[src/fpr_pkg.sv]
// Package for the fan ramp limiter: register map, field layout, ramp timing and bus carriers.
// Assumes a 25 MHz device clock and an AXI4-Lite master with 32-bit data.
package fpr_pkg;

    localparam int ADDR_W = 12;
    localparam int DUTY_W = 8;
    localparam int CNT_W = 18;

    // Register indexes; byte address is four times the index
    localparam logic [7:0] IDX_RAMP_CFG = 8'h10;
    localparam logic [7:0] IDX_LOCK_CFG = 8'h40;
    localparam logic [7:0] IDX_RAMP_RATE_REMOTE1_A = 8'h62;
    localparam logic [7:0] IDX_RAMP_RATE_REMOTE1_B = 8'h63;
    localparam logic [7:0] IDX_DUTY_STAT = 8'h70;

    localparam logic [7:0] RST_RAMP_RATE_REMOTE1_A = 8'h00;
    localparam logic [7:0] RST_RAMP_RATE_REMOTE1_B = 8'h00;
    localparam logic [7:0] RST_RAMP_CFG = 8'h00;

    // Field positions
    localparam int A_RATE_LSB = 0;
    localparam int A_SMOOTH_BIT = 3;
    localparam int A_SYNC_BIT = 4;
    localparam int A_FLOOR_LSB = 5;
    localparam int B_LOCAL_LSB = 0;
    localparam int B_LOCAL_EN_BIT = 3;
    localparam int B_REM2_LSB = 4;
    localparam int B_REM2_EN_BIT = 7;
    localparam int CFG_DIV4_LSB = 0;
    localparam int CFG_SLOW_BIT = 7;
    localparam int LOCK_BIT = 0;

    localparam logic [1:0] RESP_OKAY = 2'h0;
    localparam logic [1:0] RESP_SLVERR = 2'h2;

    // Timing: ramp tick of 10 us, sweep times in tenths of a second
    localparam int CLK_PERIOD_NS = 40;
    localparam int TICK_NS = 10000;
    localparam int TICK_CYCLES = (TICK_NS + CLK_PERIOD_NS - 1) / CLK_PERIOD_NS;
    localparam int SWEEP_UNIT_NS = 100000000;
    localparam int TICKS_PER_UNIT = SWEEP_UNIT_NS / TICK_NS;
    localparam int FULL_STEPS = 255;
    localparam int DIV4_FACTOR = 4;
    // Codes 0..7 are step multipliers 1,2,3,5,8,12,24,48
    localparam int SWEEP_FAST [8] = '{375, 188, 125, 75, 47, 31, 16, 8};
    localparam int SWEEP_SLOW [8] = '{522, 261, 174, 104, 65, 44, 22, 11};

    typedef enum logic [1:0] {
        CH_REMOTE1 = 2'b00,
        CH_LOCAL = 2'b01,
        CH_REMOTE2 = 2'b10,
        CH_NONE = 2'b11
    } fpr_chan_t;

    typedef struct packed {
        logic [ADDR_W-1:0] awaddr;
        logic awvalid;
        logic [31:0] wdata;
        logic [3:0] wstrb;
        logic wvalid;
        logic bready;
        logic [ADDR_W-1:0] araddr;
        logic arvalid;
        logic rready;
    } fpr_axil_req_t;

    typedef struct packed {
        logic awready;
        logic wready;
        logic bvalid;
        logic [1:0] bresp;
        logic arready;
        logic rvalid;
        logic [31:0] rdata;
        logic [1:0] rresp;
    } fpr_axil_rsp_t;

    typedef struct packed {
        logic auto_mode;
        logic below_floor;
        fpr_chan_t chan;
        logic [DUTY_W-1:0] min_duty;
        logic [DUTY_W-1:0] duty_req;
    } fpr_fan_in_t;

    // Tick interval per one-LSB duty step
    function automatic logic [CNT_W-1:0] fpr_step_ticks(input logic [2:0] code,
                                                        input logic slow, input logic div4);
        int t;
        t = slow ? SWEEP_SLOW[code] : SWEEP_FAST[code];
        t = t * TICKS_PER_UNIT / FULL_STEPS;
        if (div4) begin
            t = t * DIV4_FACTOR;
        end
        return t[CNT_W-1:0];
    endfunction

endpackage

[src/fpr_ramp_chan.sv]
// One duty ramp: walks duty toward target one step per interval, or follows at once.
// Assumes tick is a one-cycle pulse and interval is at least one tick.
module fpr_ramp_chan #(
    parameter int DW = 8,
    parameter int CW = 18
) (
    input wire logic aclk,
    input wire logic aresetn,
    input wire logic tick,
    input wire logic [CW-1:0] interval,
    input wire logic smooth_en,
    input wire logic [DW-1:0] target,
    output logic [DW-1:0] duty_r
);
    logic [CW-1:0] cnt_r;

    always_ff @(posedge aclk) begin
        if (!aresetn) begin
            duty_r <= '0;
            cnt_r <= '0;
        end else if (!smooth_en) begin
            duty_r <= target;
            cnt_r <= '0;
        end else if (duty_r == target) begin
            cnt_r <= '0;
        end else if (tick) begin
            if (cnt_r + 1'b1 >= interval) begin
                cnt_r <= '0;
                // One LSB per interval caps the slope
                duty_r <= (target > duty_r) ? duty_r + 1'b1 : duty_r - 1'b1;
            end else begin
                cnt_r <= cnt_r + 1'b1;
            end
        end
    end
endmodule // fpr_ramp_chan

[src/fpr_pwm_out.sv]
// Fixed-period PWM pin generator: high for duty out of 255 counts.
// Assumes duty is steady enough that glitches between periods do not matter.
module fpr_pwm_out #(
    parameter int DW = 8
) (
    input wire logic aclk,
    input wire logic aresetn,
    input wire logic [DW-1:0] duty,
    output logic pin_r
);
    logic [DW-1:0] phase_r;

    always_ff @(posedge aclk) begin
        if (!aresetn) begin
            phase_r <= '0;
        end else if (phase_r == {DW{1'b1}} - 1'b1) begin
            phase_r <= '0;
        end else begin
            phase_r <= phase_r + 1'b1;
        end
    end

    always_ff @(posedge aclk) begin
        if (!aresetn) begin
            pin_r <= 1'b0;
        end else begin
            pin_r <= phase_r < duty;
        end
    end
endmodule // fpr_pwm_out

[src/fpr_ramp_limiter.sv]
// Fan duty ramp limiter with acoustic control registers behind an AXI4-Lite slave.
// Assumes duty requests, floor flags and channel choice come from the fan control loop.
//
// Added by the designer: the AXI4-Lite register port.
module fpr_ramp_limiter #(
    parameter int TICK_LEN = fpr_pkg::TICK_CYCLES
) (
    input wire logic aclk,
    input wire logic aresetn,
    input wire fpr_pkg::fpr_axil_req_t axi_req,
    output fpr_pkg::fpr_axil_rsp_t axi_rsp,
    input wire fpr_pkg::fpr_fan_in_t [2:0] fan_in,
    output logic fan_drive_out_a,
    output logic fan_drive_out_b,
    output logic fan_drive_out_c,
    output logic speed_sense_sync_b,
    output logic speed_sense_sync_c,
    output logic speed_sense_sync_d
);
    import fpr_pkg::*;

    logic [7:0] acoustic_ramp_ctrl_a_r;
    logic [7:0] acoustic_ramp_ctrl_b_r;
    logic [7:0] ramp_cfg_r;
    logic lock_r;

    logic awready_r;
    logic wready_r;
    logic bvalid_r;
    logic [1:0] bresp_r;
    logic arready_r;
    logic rvalid_r;
    logic [31:0] rdata_r;
    logic [1:0] rresp_r;
    logic [ADDR_W-1:0] awaddr_r;
    logic [31:0] wdata_r;
    logic wstrb0_r;

    logic [15:0] tick_cnt_r;
    logic tick_r;
    logic [2:0] pin_r;
    logic sync_b_r;
    logic [DUTY_W-1:0] duty [3];

    logic do_wr;
    logic [7:0] wr_idx;
    logic wr_hit;
    logic wr_byte;
    logic [7:0] rd_idx;
    logic rd_hit;
    logic [31:0] rd_word;

    // Write channel: address and data captured in either order
    assign do_wr = !awready_r && !wready_r && !bvalid_r;
    assign wr_idx = awaddr_r[9:2];
    assign wr_byte = do_wr && wstrb0_r && wr_hit;

    always_comb begin
        wr_hit = awaddr_r[ADDR_W-1:10] == '0;
        case (wr_idx)
            IDX_RAMP_CFG, IDX_LOCK_CFG, IDX_RAMP_RATE_REMOTE1_A, IDX_RAMP_RATE_REMOTE1_B, IDX_DUTY_STAT: ;
            default: wr_hit = 1'b0;
        endcase
    end

    always_ff @(posedge aclk) begin
        if (!aresetn) begin
            awready_r <= 1'b1;
            awaddr_r <= '0;
        end else if (axi_req.awvalid && awready_r) begin
            awready_r <= 1'b0;
            awaddr_r <= axi_req.awaddr;
        end else if (bvalid_r && axi_req.bready) begin
            awready_r <= 1'b1;
        end
    end

    always_ff @(posedge aclk) begin
        if (!aresetn) begin
            wready_r <= 1'b1;
            wdata_r <= '0;
            wstrb0_r <= 1'b0;
        end else if (axi_req.wvalid && wready_r) begin
            wready_r <= 1'b0;
            wdata_r <= axi_req.wdata;
            wstrb0_r <= axi_req.wstrb[0];
        end else if (bvalid_r && axi_req.bready) begin
            wready_r <= 1'b1;
        end
    end

    always_ff @(posedge aclk) begin
        if (!aresetn) begin
            bvalid_r <= 1'b0;
            bresp_r <= RESP_OKAY;
        end else if (do_wr) begin
            bvalid_r <= 1'b1;
            bresp_r <= wr_hit ? RESP_OKAY : RESP_SLVERR;
        end else if (bvalid_r && axi_req.bready) begin
            bvalid_r <= 1'b0;
        end
    end

    // Acoustic registers; a locked write still answers OKAY but changes nothing
    always_ff @(posedge aclk) begin
        if (!aresetn) begin
            acoustic_ramp_ctrl_a_r <= RST_RAMP_RATE_REMOTE1_A;
        end else if (wr_byte && wr_idx == IDX_RAMP_RATE_REMOTE1_A && !lock_r) begin
            acoustic_ramp_ctrl_a_r <= wdata_r[7:0];
        end
    end

    always_ff @(posedge aclk) begin
        if (!aresetn) begin
            acoustic_ramp_ctrl_b_r <= RST_RAMP_RATE_REMOTE1_B;
        end else if (wr_byte && wr_idx == IDX_RAMP_RATE_REMOTE1_B && !lock_r) begin
            acoustic_ramp_ctrl_b_r <= wdata_r[7:0];
        end
    end

    always_ff @(posedge aclk) begin
        if (!aresetn) begin
            ramp_cfg_r <= RST_RAMP_CFG;
        end else if (wr_byte && wr_idx == IDX_RAMP_CFG) begin
            ramp_cfg_r <= wdata_r[7:0];
        end
    end

    // Lock is set-only; only reset releases it
    always_ff @(posedge aclk) begin
        if (!aresetn) begin
            lock_r <= 1'b0;
        end else if (wr_byte && wr_idx == IDX_LOCK_CFG && wdata_r[LOCK_BIT]) begin
            lock_r <= 1'b1;
        end
    end

    // Read channel: one-cycle latency
    assign rd_idx = axi_req.araddr[9:2];

    always_comb begin
        rd_hit = axi_req.araddr[ADDR_W-1:10] == '0;
        rd_word = '0;
        case (rd_idx)
            IDX_RAMP_CFG: rd_word[7:0] = ramp_cfg_r;
            IDX_LOCK_CFG: rd_word[LOCK_BIT] = lock_r;
            IDX_RAMP_RATE_REMOTE1_A: rd_word[7:0] = acoustic_ramp_ctrl_a_r;
            IDX_RAMP_RATE_REMOTE1_B: rd_word[7:0] = acoustic_ramp_ctrl_b_r;
            IDX_DUTY_STAT: rd_word[23:0] = {duty[2], duty[1], duty[0]};
            default: rd_hit = 1'b0;
        endcase
    end

    always_ff @(posedge aclk) begin
        if (!aresetn) begin
            arready_r <= 1'b1;
            rvalid_r <= 1'b0;
            rdata_r <= '0;
            rresp_r <= RESP_OKAY;
        end else if (axi_req.arvalid && arready_r) begin
            arready_r <= 1'b0;
            rvalid_r <= 1'b1;
            rdata_r <= rd_hit ? rd_word : '0;
            rresp_r <= rd_hit ? RESP_OKAY : RESP_SLVERR;
        end else if (rvalid_r && axi_req.rready) begin
            arready_r <= 1'b1;
            rvalid_r <= 1'b0;
        end
    end

    assign axi_rsp = '{awready: awready_r, wready: wready_r, bvalid: bvalid_r,
                       bresp: bresp_r, arready: arready_r, rvalid: rvalid_r,
                       rdata: rdata_r, rresp: rresp_r};

    // Shared ramp tick; coarse tick keeps the step counters narrow
    always_ff @(posedge aclk) begin
        if (!aresetn) begin
            tick_cnt_r <= '0;
            tick_r <= 1'b0;
        end else if (tick_cnt_r == 16'(TICK_LEN - 1)) begin
            tick_cnt_r <= '0;
            tick_r <= 1'b1;
        end else begin
            tick_cnt_r <= tick_cnt_r + 16'h0001;
            tick_r <= 1'b0;
        end
    end

    // Tach sync: c and d are always held high, b only when asked
    always_ff @(posedge aclk) begin
        if (!aresetn) begin
            sync_b_r <= 1'b0;
        end else begin
            sync_b_r <= acoustic_ramp_ctrl_a_r[A_SYNC_BIT];
        end
    end

    assign speed_sense_sync_b = sync_b_r;

    always_ff @(posedge aclk) begin
        if (!aresetn) begin
            speed_sense_sync_c <= 1'b1;
            speed_sense_sync_d <= 1'b1;
        end else begin
            speed_sense_sync_c <= 1'b1;
            speed_sense_sync_d <= 1'b1;
        end
    end

    // Per-output path: channel decode, floor choice, ramp, pin
    for (genvar i = 0; i < 3; i++) begin : g_out
        logic [2:0] code;
        logic smooth;
        logic [CNT_W-1:0] interval_r;
        logic [DUTY_W-1:0] target_r;

        always_comb begin
            case (fan_in[i].chan)
                CH_REMOTE1: begin
                    code = acoustic_ramp_ctrl_a_r[A_RATE_LSB +: 3];
                    smooth = acoustic_ramp_ctrl_a_r[A_SMOOTH_BIT];
                end
                CH_LOCAL: begin
                    code = acoustic_ramp_ctrl_b_r[B_LOCAL_LSB +: 3];
                    smooth = acoustic_ramp_ctrl_b_r[B_LOCAL_EN_BIT];
                end
                CH_REMOTE2: begin
                    code = acoustic_ramp_ctrl_b_r[B_REM2_LSB +: 3];
                    smooth = acoustic_ramp_ctrl_b_r[B_REM2_EN_BIT];
                end
                default: begin
                    code = 3'h0;
                    smooth = 1'b0;
                end
            endcase
        end

        always_ff @(posedge aclk) begin
            if (!aresetn) begin
                interval_r <= '0;
            end else begin
                // Same table for all three outputs; slow and divide bits apply on top
                interval_r <= fpr_step_ticks(code, ramp_cfg_r[CFG_SLOW_BIT],
                                             ramp_cfg_r[CFG_DIV4_LSB + i]);
            end
        end

        always_ff @(posedge aclk) begin
            if (!aresetn) begin
                target_r <= '0;
            end else if (fan_in[i].auto_mode && fan_in[i].below_floor) begin
                target_r <= acoustic_ramp_ctrl_a_r[A_FLOOR_LSB + i] ?
                            fan_in[i].min_duty : '0;
            end else begin
                target_r <= fan_in[i].duty_req;
            end
        end

        fpr_ramp_chan #(.DW(DUTY_W), .CW(CNT_W)) u_ramp (
            .aclk(aclk),
            .aresetn(aresetn),
            .tick(tick_r),
            .interval(interval_r),
            .smooth_en(smooth),
            .target(target_r),
            .duty_r(duty[i])
        );

        fpr_pwm_out #(.DW(DUTY_W)) u_pwm (
            .aclk(aclk),
            .aresetn(aresetn),
            .duty(duty[i]),
            .pin_r(pin_r[i])
        );

    end

    assign fan_drive_out_a = pin_r[0];
    assign fan_drive_out_b = pin_r[1];
    assign fan_drive_out_c = pin_r[2];
endmodule // fpr_ramp_limiter

[config.mk]
export PLATFORM = sky130hd
export DESIGN_NAME = fpr_ramp_limiter
export DESIGN_NICKNAME = d
export VERILOG_FILES = /design/src/fpr_pkg.sv /design/src/fpr_ramp_chan.sv /design/src/fpr_pwm_out.sv /design/src/fpr_ramp_limiter.sv
export SDC_FILE = /design/constraint.sdc
export NUM_CORES = 1
export LEC_CHECK = 0
export ABC_AREA = 1
export BUFFER_PORTS_ARGS = -buffer_cell sky130_fd_sc_hd__buf_2
export CORE_MARGIN = 10
export CORE_UTILIZATION = 35
export DETAILED_ROUTE_END_ITERATION = 8
export HOLD_SLACK_MARGIN = 0.15
export MAX_ROUTING_LAYER = met4
export PLACE_DENSITY = 0.53
export SLEW_MARGIN = 30
export SYNTH_ARGS = -nofsm -noshare
export SYNTH_HDL_FRONTEND = slang
export SYNTH_SLANG_ARGS = --single-unit
[constraint.sdc]
create_clock -name aclk -period 26.1 [get_ports aclk]
set_input_delay 5.22 -clock aclk [delete_from_list [all_inputs] [get_ports aclk]]
set_output_delay 5.22 -clock aclk [all_outputs]
set_load 0.03 [all_outputs]
==> flow_metrics.tcl, run 1 <==
set metrics [dict create \
    synth_most_common_cell "sky130_fd_sc_hd__nand2_1" \
    crit_path_end_kind "register" \
    holdCritPathClass "reg2reg" \
    synth_sequential_area_ratio_pct 11.9 \
    grt_pass1_wl_mm 220 \
    yosysWarningCount 0 \
    gp_congestion 0.904 \
    route.layer.met1.wl_mm 68.4 \
    initial_utilization_pct 35.3 \
    dp_hpwl_mm 112 \
    grt_start_max_net_pins 54 \
    timing_hold_violations_final 0 \
    area_delta_synth_final_pct 10.4 \
    die_h_um 384 \
    synth.cell_area_um2 46400 \
    met3_length_mm 6.02 \
    drt_first_pass_iters 6 \
    post_synth_main_area_contributors "sky130_fd_sc_hd__nand2_1 (15%), sky130_fd_sc_hd__dfxtp_1 (12%), sky130_fd_sc_hd__ha_1 (9.7%)" \
    setup_viol 0 \
    drc_errors 0 \
    post_syn_instances 7419 \
    netlist.top_cell.by_area "sky130_fd_sc_hd__nand2_1" \
    num_vias 46600 \
    num-fill-cells 14400 \
    cts_max_level 1 \
    critical_path.startpoint_type "primary input" \
    critical_path.top_delay_family "simple AND/OR/NAND/NOR gates" \
    final_min_period_over_clock_period_pct 92.4 \
    clock_latency_ns 0.57 \
    overflow 0 \
    final_area_um2 51200 \
    placement.cell_area_um2 49900 \
    placementRows 133 \
    top_layer_used "met4" \
    clk_transition_reported_paths_ns 0.06 \
    arrival_time_of_data_at_the_critical_path_endpoint_ns 24.59 \
    worstPathRequired_ns 26.56 \
    fin_worst_skew_ns 0.0191 \
    asyncSetResetFlopFracSynth_pct 0 \
    place.port_buffers 130 \
    report.final.slew_viol_count 0 \
    total_of_max_cap_violations 0 \
    yosys.area.top_type_share_pct 15.1 \
    cts-root-buf "sky130_fd_sc_hd__clkbuf_16" \
    synth_ff_type "sky130_fd_sc_hd__dfxtp_1" \
    holdBufCountCts 0 \
    worst_slew_margin_rel_pct 39.8 \
    core_area_um2 131000 \
    drt-total-wl_mm 133 \
    critical_path_buf_inv_count 18 \
    drive_above_1_share_pct 20.2 \
    vdd_drop_max_uv 59.8 \
    routed_wire_length_per_instance_um 14.0 \
    synthesis.area_per_instance_um2 6.25 \
    synth_top_cells_by_count "sky130_fd_sc_hd__nand2_1 (1866), sky130_fd_sc_hd__inv_1 (962), sky130_fd_sc_hd__nand3_1 (761)" \
    crit_path_top_cell_by_count "sky130_fd_sc_hd__nand2_1" \
    criticalPathCategory "in2reg" \
    detailroute.wirelength.met2_mm 58.1 \
    max_clk_rate_mhz 41.4 \
    power_density_nw_per_um2 40.4 \
    final_period_minus_worst_setup_slack_ns 24.13 \
    critical-path-max-stage-delay_ns 0.54 \
    clock_sink_count 276 \
    cp_slowest_cell "sky130_fd_sc_hd__fa_1" \
    groute.usage.overall_pct 17.9 \
    cts_buf_count 27 \
    critPathMaxFanout 24 \
    synth.ff_latch_count 276 \
    design.portCount 174 \
    drt_iter0_drc 2578 \
    finish.net_count 8260 \
    die_area_um2 147000 \
    final_antenna_net_count 0 \
    max_slew.worst_pin.slew_ns 0.902 \
    leakagePower_nw 26.2 \
    synth_cell_type_count 88 \
    clockBufferDepth 3 \
    first_global_vias 43000 \
    dieWidth_um 384 \
    preCtsSetupSlack_ns 0.444 \
    clock_tree_from_tritoncts "done" \
    synth_enable_flop_cells 0 \
    outcome "finished clean" \
    final_critical_path_setup_slack_ns 1.97 \
    antenna_violations_before_repair 8 \
    detail_route.vias_per_cell 4.91 \
]
## metal layers
| layer | up-vias | global-route usage [%] |
|---|---|---|
| met3 | 56 | 2.12 |
| met4 | 0 | 1.56 |
| li1 | 24500 | - |
| met1 | 21300 | 25.3 |
| met5 | - | - |
| met2 | 681 | 28.0 |
## layout by cell type, fill, tap and decap left out, types with 17 or more instances in the layout
cell type | Yosys | final
sky130_fd_sc_hd__a21oi_1 | 264 | 262
sky130_fd_sc_hd__a22oi_1 | 68 | 68
sky130_fd_sc_hd__a31oi_1 | 25 | 25
sky130_fd_sc_hd__buf_2 | 3 | 130
sky130_fd_sc_hd__buf_4 | 23 | 270
sky130_fd_sc_hd__clkbuf_16 | 0 | 27
sky130_fd_sc_hd__dfxtp_1 | 276 | 276
sky130_fd_sc_hd__fa_1 | 57 | 57
sky130_fd_sc_hd__ha_1 | 359 | 358
sky130_fd_sc_hd__inv_1 | 962 | 960
sky130_fd_sc_hd__inv_2 | 101 | 102
sky130_fd_sc_hd__nand2_1 | 1866 | 1865
sky130_fd_sc_hd__nand2_2 | 370 | 367
sky130_fd_sc_hd__nand2_4 | 184 | 184
sky130_fd_sc_hd__nand3_1 | 761 | 759
sky130_fd_sc_hd__nand3_2 | 100 | 100
sky130_fd_sc_hd__nand3_4 | 24 | 26
sky130_fd_sc_hd__nand3b_1 | 32 | 32
sky130_fd_sc_hd__nand4_1 | 125 | 125
sky130_fd_sc_hd__nor2_1 | 670 | 660
sky130_fd_sc_hd__nor2_2 | 120 | 129
sky130_fd_sc_hd__nor2_4 | 74 | 75
sky130_fd_sc_hd__nor3_1 | 73 | 71
sky130_fd_sc_hd__o211ai_1 | 27 | 27
sky130_fd_sc_hd__o21ai_0 | 211 | 208
sky130_fd_sc_hd__o21ai_1 | 14 | 17
sky130_fd_sc_hd__o22ai_1 | 49 | 49
sky130_fd_sc_hd__xnor2_1 | 57 | 57
sky130_fd_sc_hd__xor2_1 | 159 | 159
## metrics by stage
stage,util (%),power (mW),hold slack (ns),TNS [ns],instances
after detailed placement,38.0,1.66,0.447,0,9429
after global routing,38.9,2.26,0.488,-0.0629,9498
final,38.9,2.07,0.462,0,9499
after CTS,38.7,2.08,0.458,0,9478
after global placement,38.0,1.65,0.446,0,9429
after floorplan,-,1.32,0.417,0,7429
## timing repair
action / 4_1_cts / 5_1_grt
resized for setup: 0 / 32
setup endpoints to repair: 0 / 8
setup buffers: 0 / 13
## worst paths after layout
kind | startpoint | to | slack, ns | depth (start not counted)
worst min register to register | g_out[2].u_pwm.phase_r[0] | g_out[2].u_pwm.phase_r[0] | 0.46 | 1
worst min-delay path | g_out[2].u_pwm.phase_r[0] | g_out[2].u_pwm.phase_r[0] | 0.46 | 1
worst max-delay path | fan_in[36] | g_out[1].interval_r[2] | 1.97 | 137
worst max register to register | acoustic_ramp_ctrl_b_r[5] | g_out[1].interval_r[2] | 6.45 | 135
## kinds of logic (layout without fill, tap and decap cells)
logic type | Yosys count | in the layout | share of synthesized area (%)
other cells | 2 | 19 | 0.0162
xor+xnor | 221 | 221 | 4.26
simple gates | 4496 | 4497 | 49.9
compound gates | 776 | 776 | 10.1
fa+ha+maj | 416 | 416 | 12.2
flops | 276 | 276 | 11.9
buf+inv | 1232 | 1539 | 11.7
## area by class of cell
class	instances	area, µm²	share of cell area, %
tap	1755	2200	4.29
clock inverter	13	150	0.293
sequential	276	5530	10.8
timing repair buffer	400	2680	5.23
multi-input combinational	5922	35600	69.6
antenna	7	17.5	0.0342
clock buffer	36	779	1.52
inverter	1090	4190	8.19
## worst reg2reg max path: cells and delay by family (launching register included)
family / cells / cell delay, ns
adders and majority gates: 11 / 3.58
DFF: 1 / 0.47
and+or+nand+nor: 99 / 11.95
buffers and inverters: 17 / 2.10
AOI/OAI and AO/OA: 8 / 1.45
## state kept, by name (all words and copies together), names as in the netlist, 3 cells and up
signal and flops:
g_out.interval_r 54, g_out.target_r 24, g_out.u_ramp.cnt_r 54, g_out.u_pwm.phase_r 24, acoustic_ramp_ctrl_a_r 8, awaddr_r 10, acoustic_ramp_ctrl_b_r 8, tick_cnt_r 16
g_out.u_ramp.duty_r 24, g_out.u_pwm.pin_r 3, ramp_cfg_r 8, wdata_r 8, rdata_r 24
## where the power goes
part	internal, mW	switching [mW]	leakage [nW]
combinational	0.475	0.732	23.5
sequential	0.439	0.00958	2.25
clock	0.239	0.174	0.464
Note: power is estimated with default switching activity, not from simulation.
==> run 2: changes to the inputs <==
--- a/config.mk
+++ b/config.mk
@@ -13,7 +13,8 @@
 export HOLD_SLACK_MARGIN = 0.15
 export MAX_ROUTING_LAYER = met4
 export PLACE_DENSITY = 0.53
-export SLEW_MARGIN = 30
+export RECOVER_POWER = 100
+export SLEW_MARGIN = 20
 export SYNTH_ARGS = -nofsm -noshare
 export SYNTH_HDL_FRONTEND = slang
 export SYNTH_SLANG_ARGS = --single-unit
==> run 2 against run 1 <==
The flow now finishes with violations (max-capacitance violations, max-slew violations). Global-route usage is essentially flat. Register-to-register slack worse by 0.05 ns. Critical path depth rose by 1. Combinational power is essentially flat. Sequential power barely moved. Maximum frequency decreased by 0.42%. Die area did not move. Design area decreased by 0.15%. Final cell count about the same. Largest power group unchanged.
==> flow_metrics.tcl, run 2 (same netlist as run 1, synthesis figures left out) <==
set metrics [dict create \
    final_common_cell "sky130_fd_sc_hd__nand2_1" \
    number_of_cells_on_the_worst_hold_path 1 \
    finish.net_count 8260 \
    vdd_drop_max_uv 57.3 \
    overflow 0 \
    cts_buf_count 27 \
    num_vias 46400 \
    hold_start "g_out[1].u_pwm.phase_r[0]" \
    total_of_max_cap_violations 4 \
    arrival_time_of_data_at_the_critical_path_endpoint_ns 24.69 \
    final_period_minus_worst_setup_slack_ns 24.23 \
    leakagePower_nw 26.1 \
    setup_viol 0 \
    antenna_violations_before_repair 5 \
    crit_path_top_cell_by_count "sky130_fd_sc_hd__nand2_1" \
    core_area_um2 131000 \
    clock_tree_from_tritoncts "done" \
    preCtsSetupSlack_ns 0.457 \
    clk_transition_reported_paths_ns 0.07 \
    outcome "complete, but fails checks" \
    max_clk_rate_mhz 41.3 \
    detail_route.vias_per_cell 4.89 \
    clock_sink_count 276 \
    grt_start_max_net_pins 54 \
    drt_iter0_drc 2701 \
    layout_top_registers "g_out.interval_r: 54 flops, g_out.u_ramp.cnt_r: 54 flops" \
    cts-root-buf "sky130_fd_sc_hd__clkbuf_16" \
    violations "max-capacitance violations, max-slew violations" \
    initial_utilization_pct 35.3 \
    power_density_nw_per_um2 40.7 \
    drt_first_pass_iters 6 \
    area_delta_synth_final_pct 10.2 \
    dp_hpwl_mm 112 \
    cts_max_level 1 \
    grt_pass1_wl_mm 220 \
    worst_r2r_endpoint "g_out[1].interval_r[2]" \
    worstPathRequired_ns 26.56 \
    final_core_util_pct 38.9 \
    clockBufferDepth 3 \
    placementRows 133 \
    placement.cell_area_um2 49900 \
    num-fill-cells 14400 \
    drt-total-wl_mm 133 \
    fin_worst_skew_ns 0.0146 \
    drc_errors 0 \
    critical_path.startpoint_type "primary input" \
    final_area_um2 51100 \
    final_antenna_net_count 0 \
    holdCritPathClass "reg2reg" \
    gp_congestion 0.904 \
    design_power_total_mw 2.08 \
    first_global_vias 43300 \
    drive_above_1_share_pct 19.5 \
    timing_hold_violations_final 0 \
    report.final.slew_viol_count 93 \
    crit_path_start "fan_in[36]" \
    criticalPathCategory "in2reg" \
    final_min_period_over_clock_period_pct 92.8 \
    final_critical_path_setup_slack_ns 1.87 \
    dieWidth_um 384 \
    final_cell_mix "sky130_fd_sc_hd__nand2_1 (1866), sky130_fd_sc_hd__inv_1 (961), sky130_fd_sc_hd__nand3_1 (759), sky130_fd_sc_hd__nor2_1 (665), sky130_fd_sc_hd__nand2_2 (366)" \
    routed_wire_length_per_instance_um 14.0 \
    clock_latency_ns 0.57 \
    critPathMaxFanout 24 \
    critical-path-max-stage-delay_ns 0.54 \
    reg2reg_depth 136 \
    worst_slew_margin_rel_pct -41.2 \
    crit_path_end_kind "register" \
    groute.usage.overall_pct 17.9 \
    die_h_um 384 \
    min_to "g_out[1].u_pwm.phase_r[0]" \
    design.portCount 174 \
    die_area_um2 147000 \
    fin_tns_setup_ns 0 \
    cp_slowest_cell "sky130_fd_sc_hd__fa_1" \
    timing.rr.start "acoustic_ramp_ctrl_b_r[5]" \
    timing.reg2reg.setup_slack_ns 6.40 \
    place.port_buffers 130 \
    max_slew.worst_pin.slew_ns 2.12 \
]
==> run 2: changes by cell type in the layout (fill, tap and decap cells not counted), moves of 3 or more <==
cell / previous run / this run
sky130_fd_sc_hd__buf_4: 270 / 267
sky130_fd_sc_hd__clkbuf_8: 7 / 3
sky130_fd_sc_hd__buf_2: 130 / 92
sky130_fd_sc_hd__nor2_1: 660 / 665
sky130_fd_sc_hd__clkbuf_1: 2 / 42
sky130_fd_sc_hd__nor2_2: 129 / 122
==> run 2: what timing repair did <==
| action | CTS | global route |
|---|---|---|
| buffers inserted | 0 | 13 |
| endpoints found under the setup margin | 0 | 9 |
| hold buffers | 0 | 0 |
| gates resized for setup | 0 | 27 |
==> run 2: per-stage QoR <==
step                      hold WS (ns)  instances
after detailed placement         0.447       9429
after global placement           0.446       9429
final                            0.463       9498
after CTS                        0.461       9479
after floorplan                  0.417       7429
after global routing             0.483       9497
==> run 2: layout make-up <==
class / instances / area [µm²] / area share, %
inverters: 1090 / 4190 / 8.19
repair buffers: 400 / 2640 / 5.16
clock buffers: 32 / 724 / 1.42
well taps: 1755 / 2200 / 4.30
diodes: 5 / 12.5 / 0.0245
clock inverters: 18 / 230 / 0.451
multi-input cells: 5922 / 35600 / 69.6
flip-flops and latches: 276 / 5530 / 10.8
==> run 2: worst max path at each step <==
| stage | cells after the start | to |
|---|---|---|
| 3_3_place_gp | 132 | g_out[0].interval_r[2] |
| 6_report | 138 | g_out[1].interval_r[2] |
| 5_1_grt | 142 | g_out[0].interval_r[2] |
| 2_1_floorplan | 138 | g_out[1].interval_r[2] |
| 4_1_cts | 132 | g_out[0].interval_r[2] |
| 3_5_place_dp | 132 | g_out[0].interval_r[2] |
==> run 2: critical path, delay by kind of cell <==
family          cells  cell delay (ns)
compound gates      8             1.42
buf+inv            17             2.13
simple gates      102            12.22
fa+ha+maj          11             3.57
==> run 2: power breakdown <==
group	internal, mW	total [mW]	switching (mW)
Sequential	0.439	0.448	0.00953
Combinational	0.475	1.21	0.731
Clock	0.249	0.425	0.176
Total	1.16	2.08	0.917
==> run 2: per-layer routing <==
metal  track usage (%)  part of all wire [%]  vias up
met3              2.10                   4.6       60
met2              28.1                    44      684
met5                 -                     0        -
met1              25.2                    51    21200
met4              1.64                  0.62        0
li1                  -                     -    24500
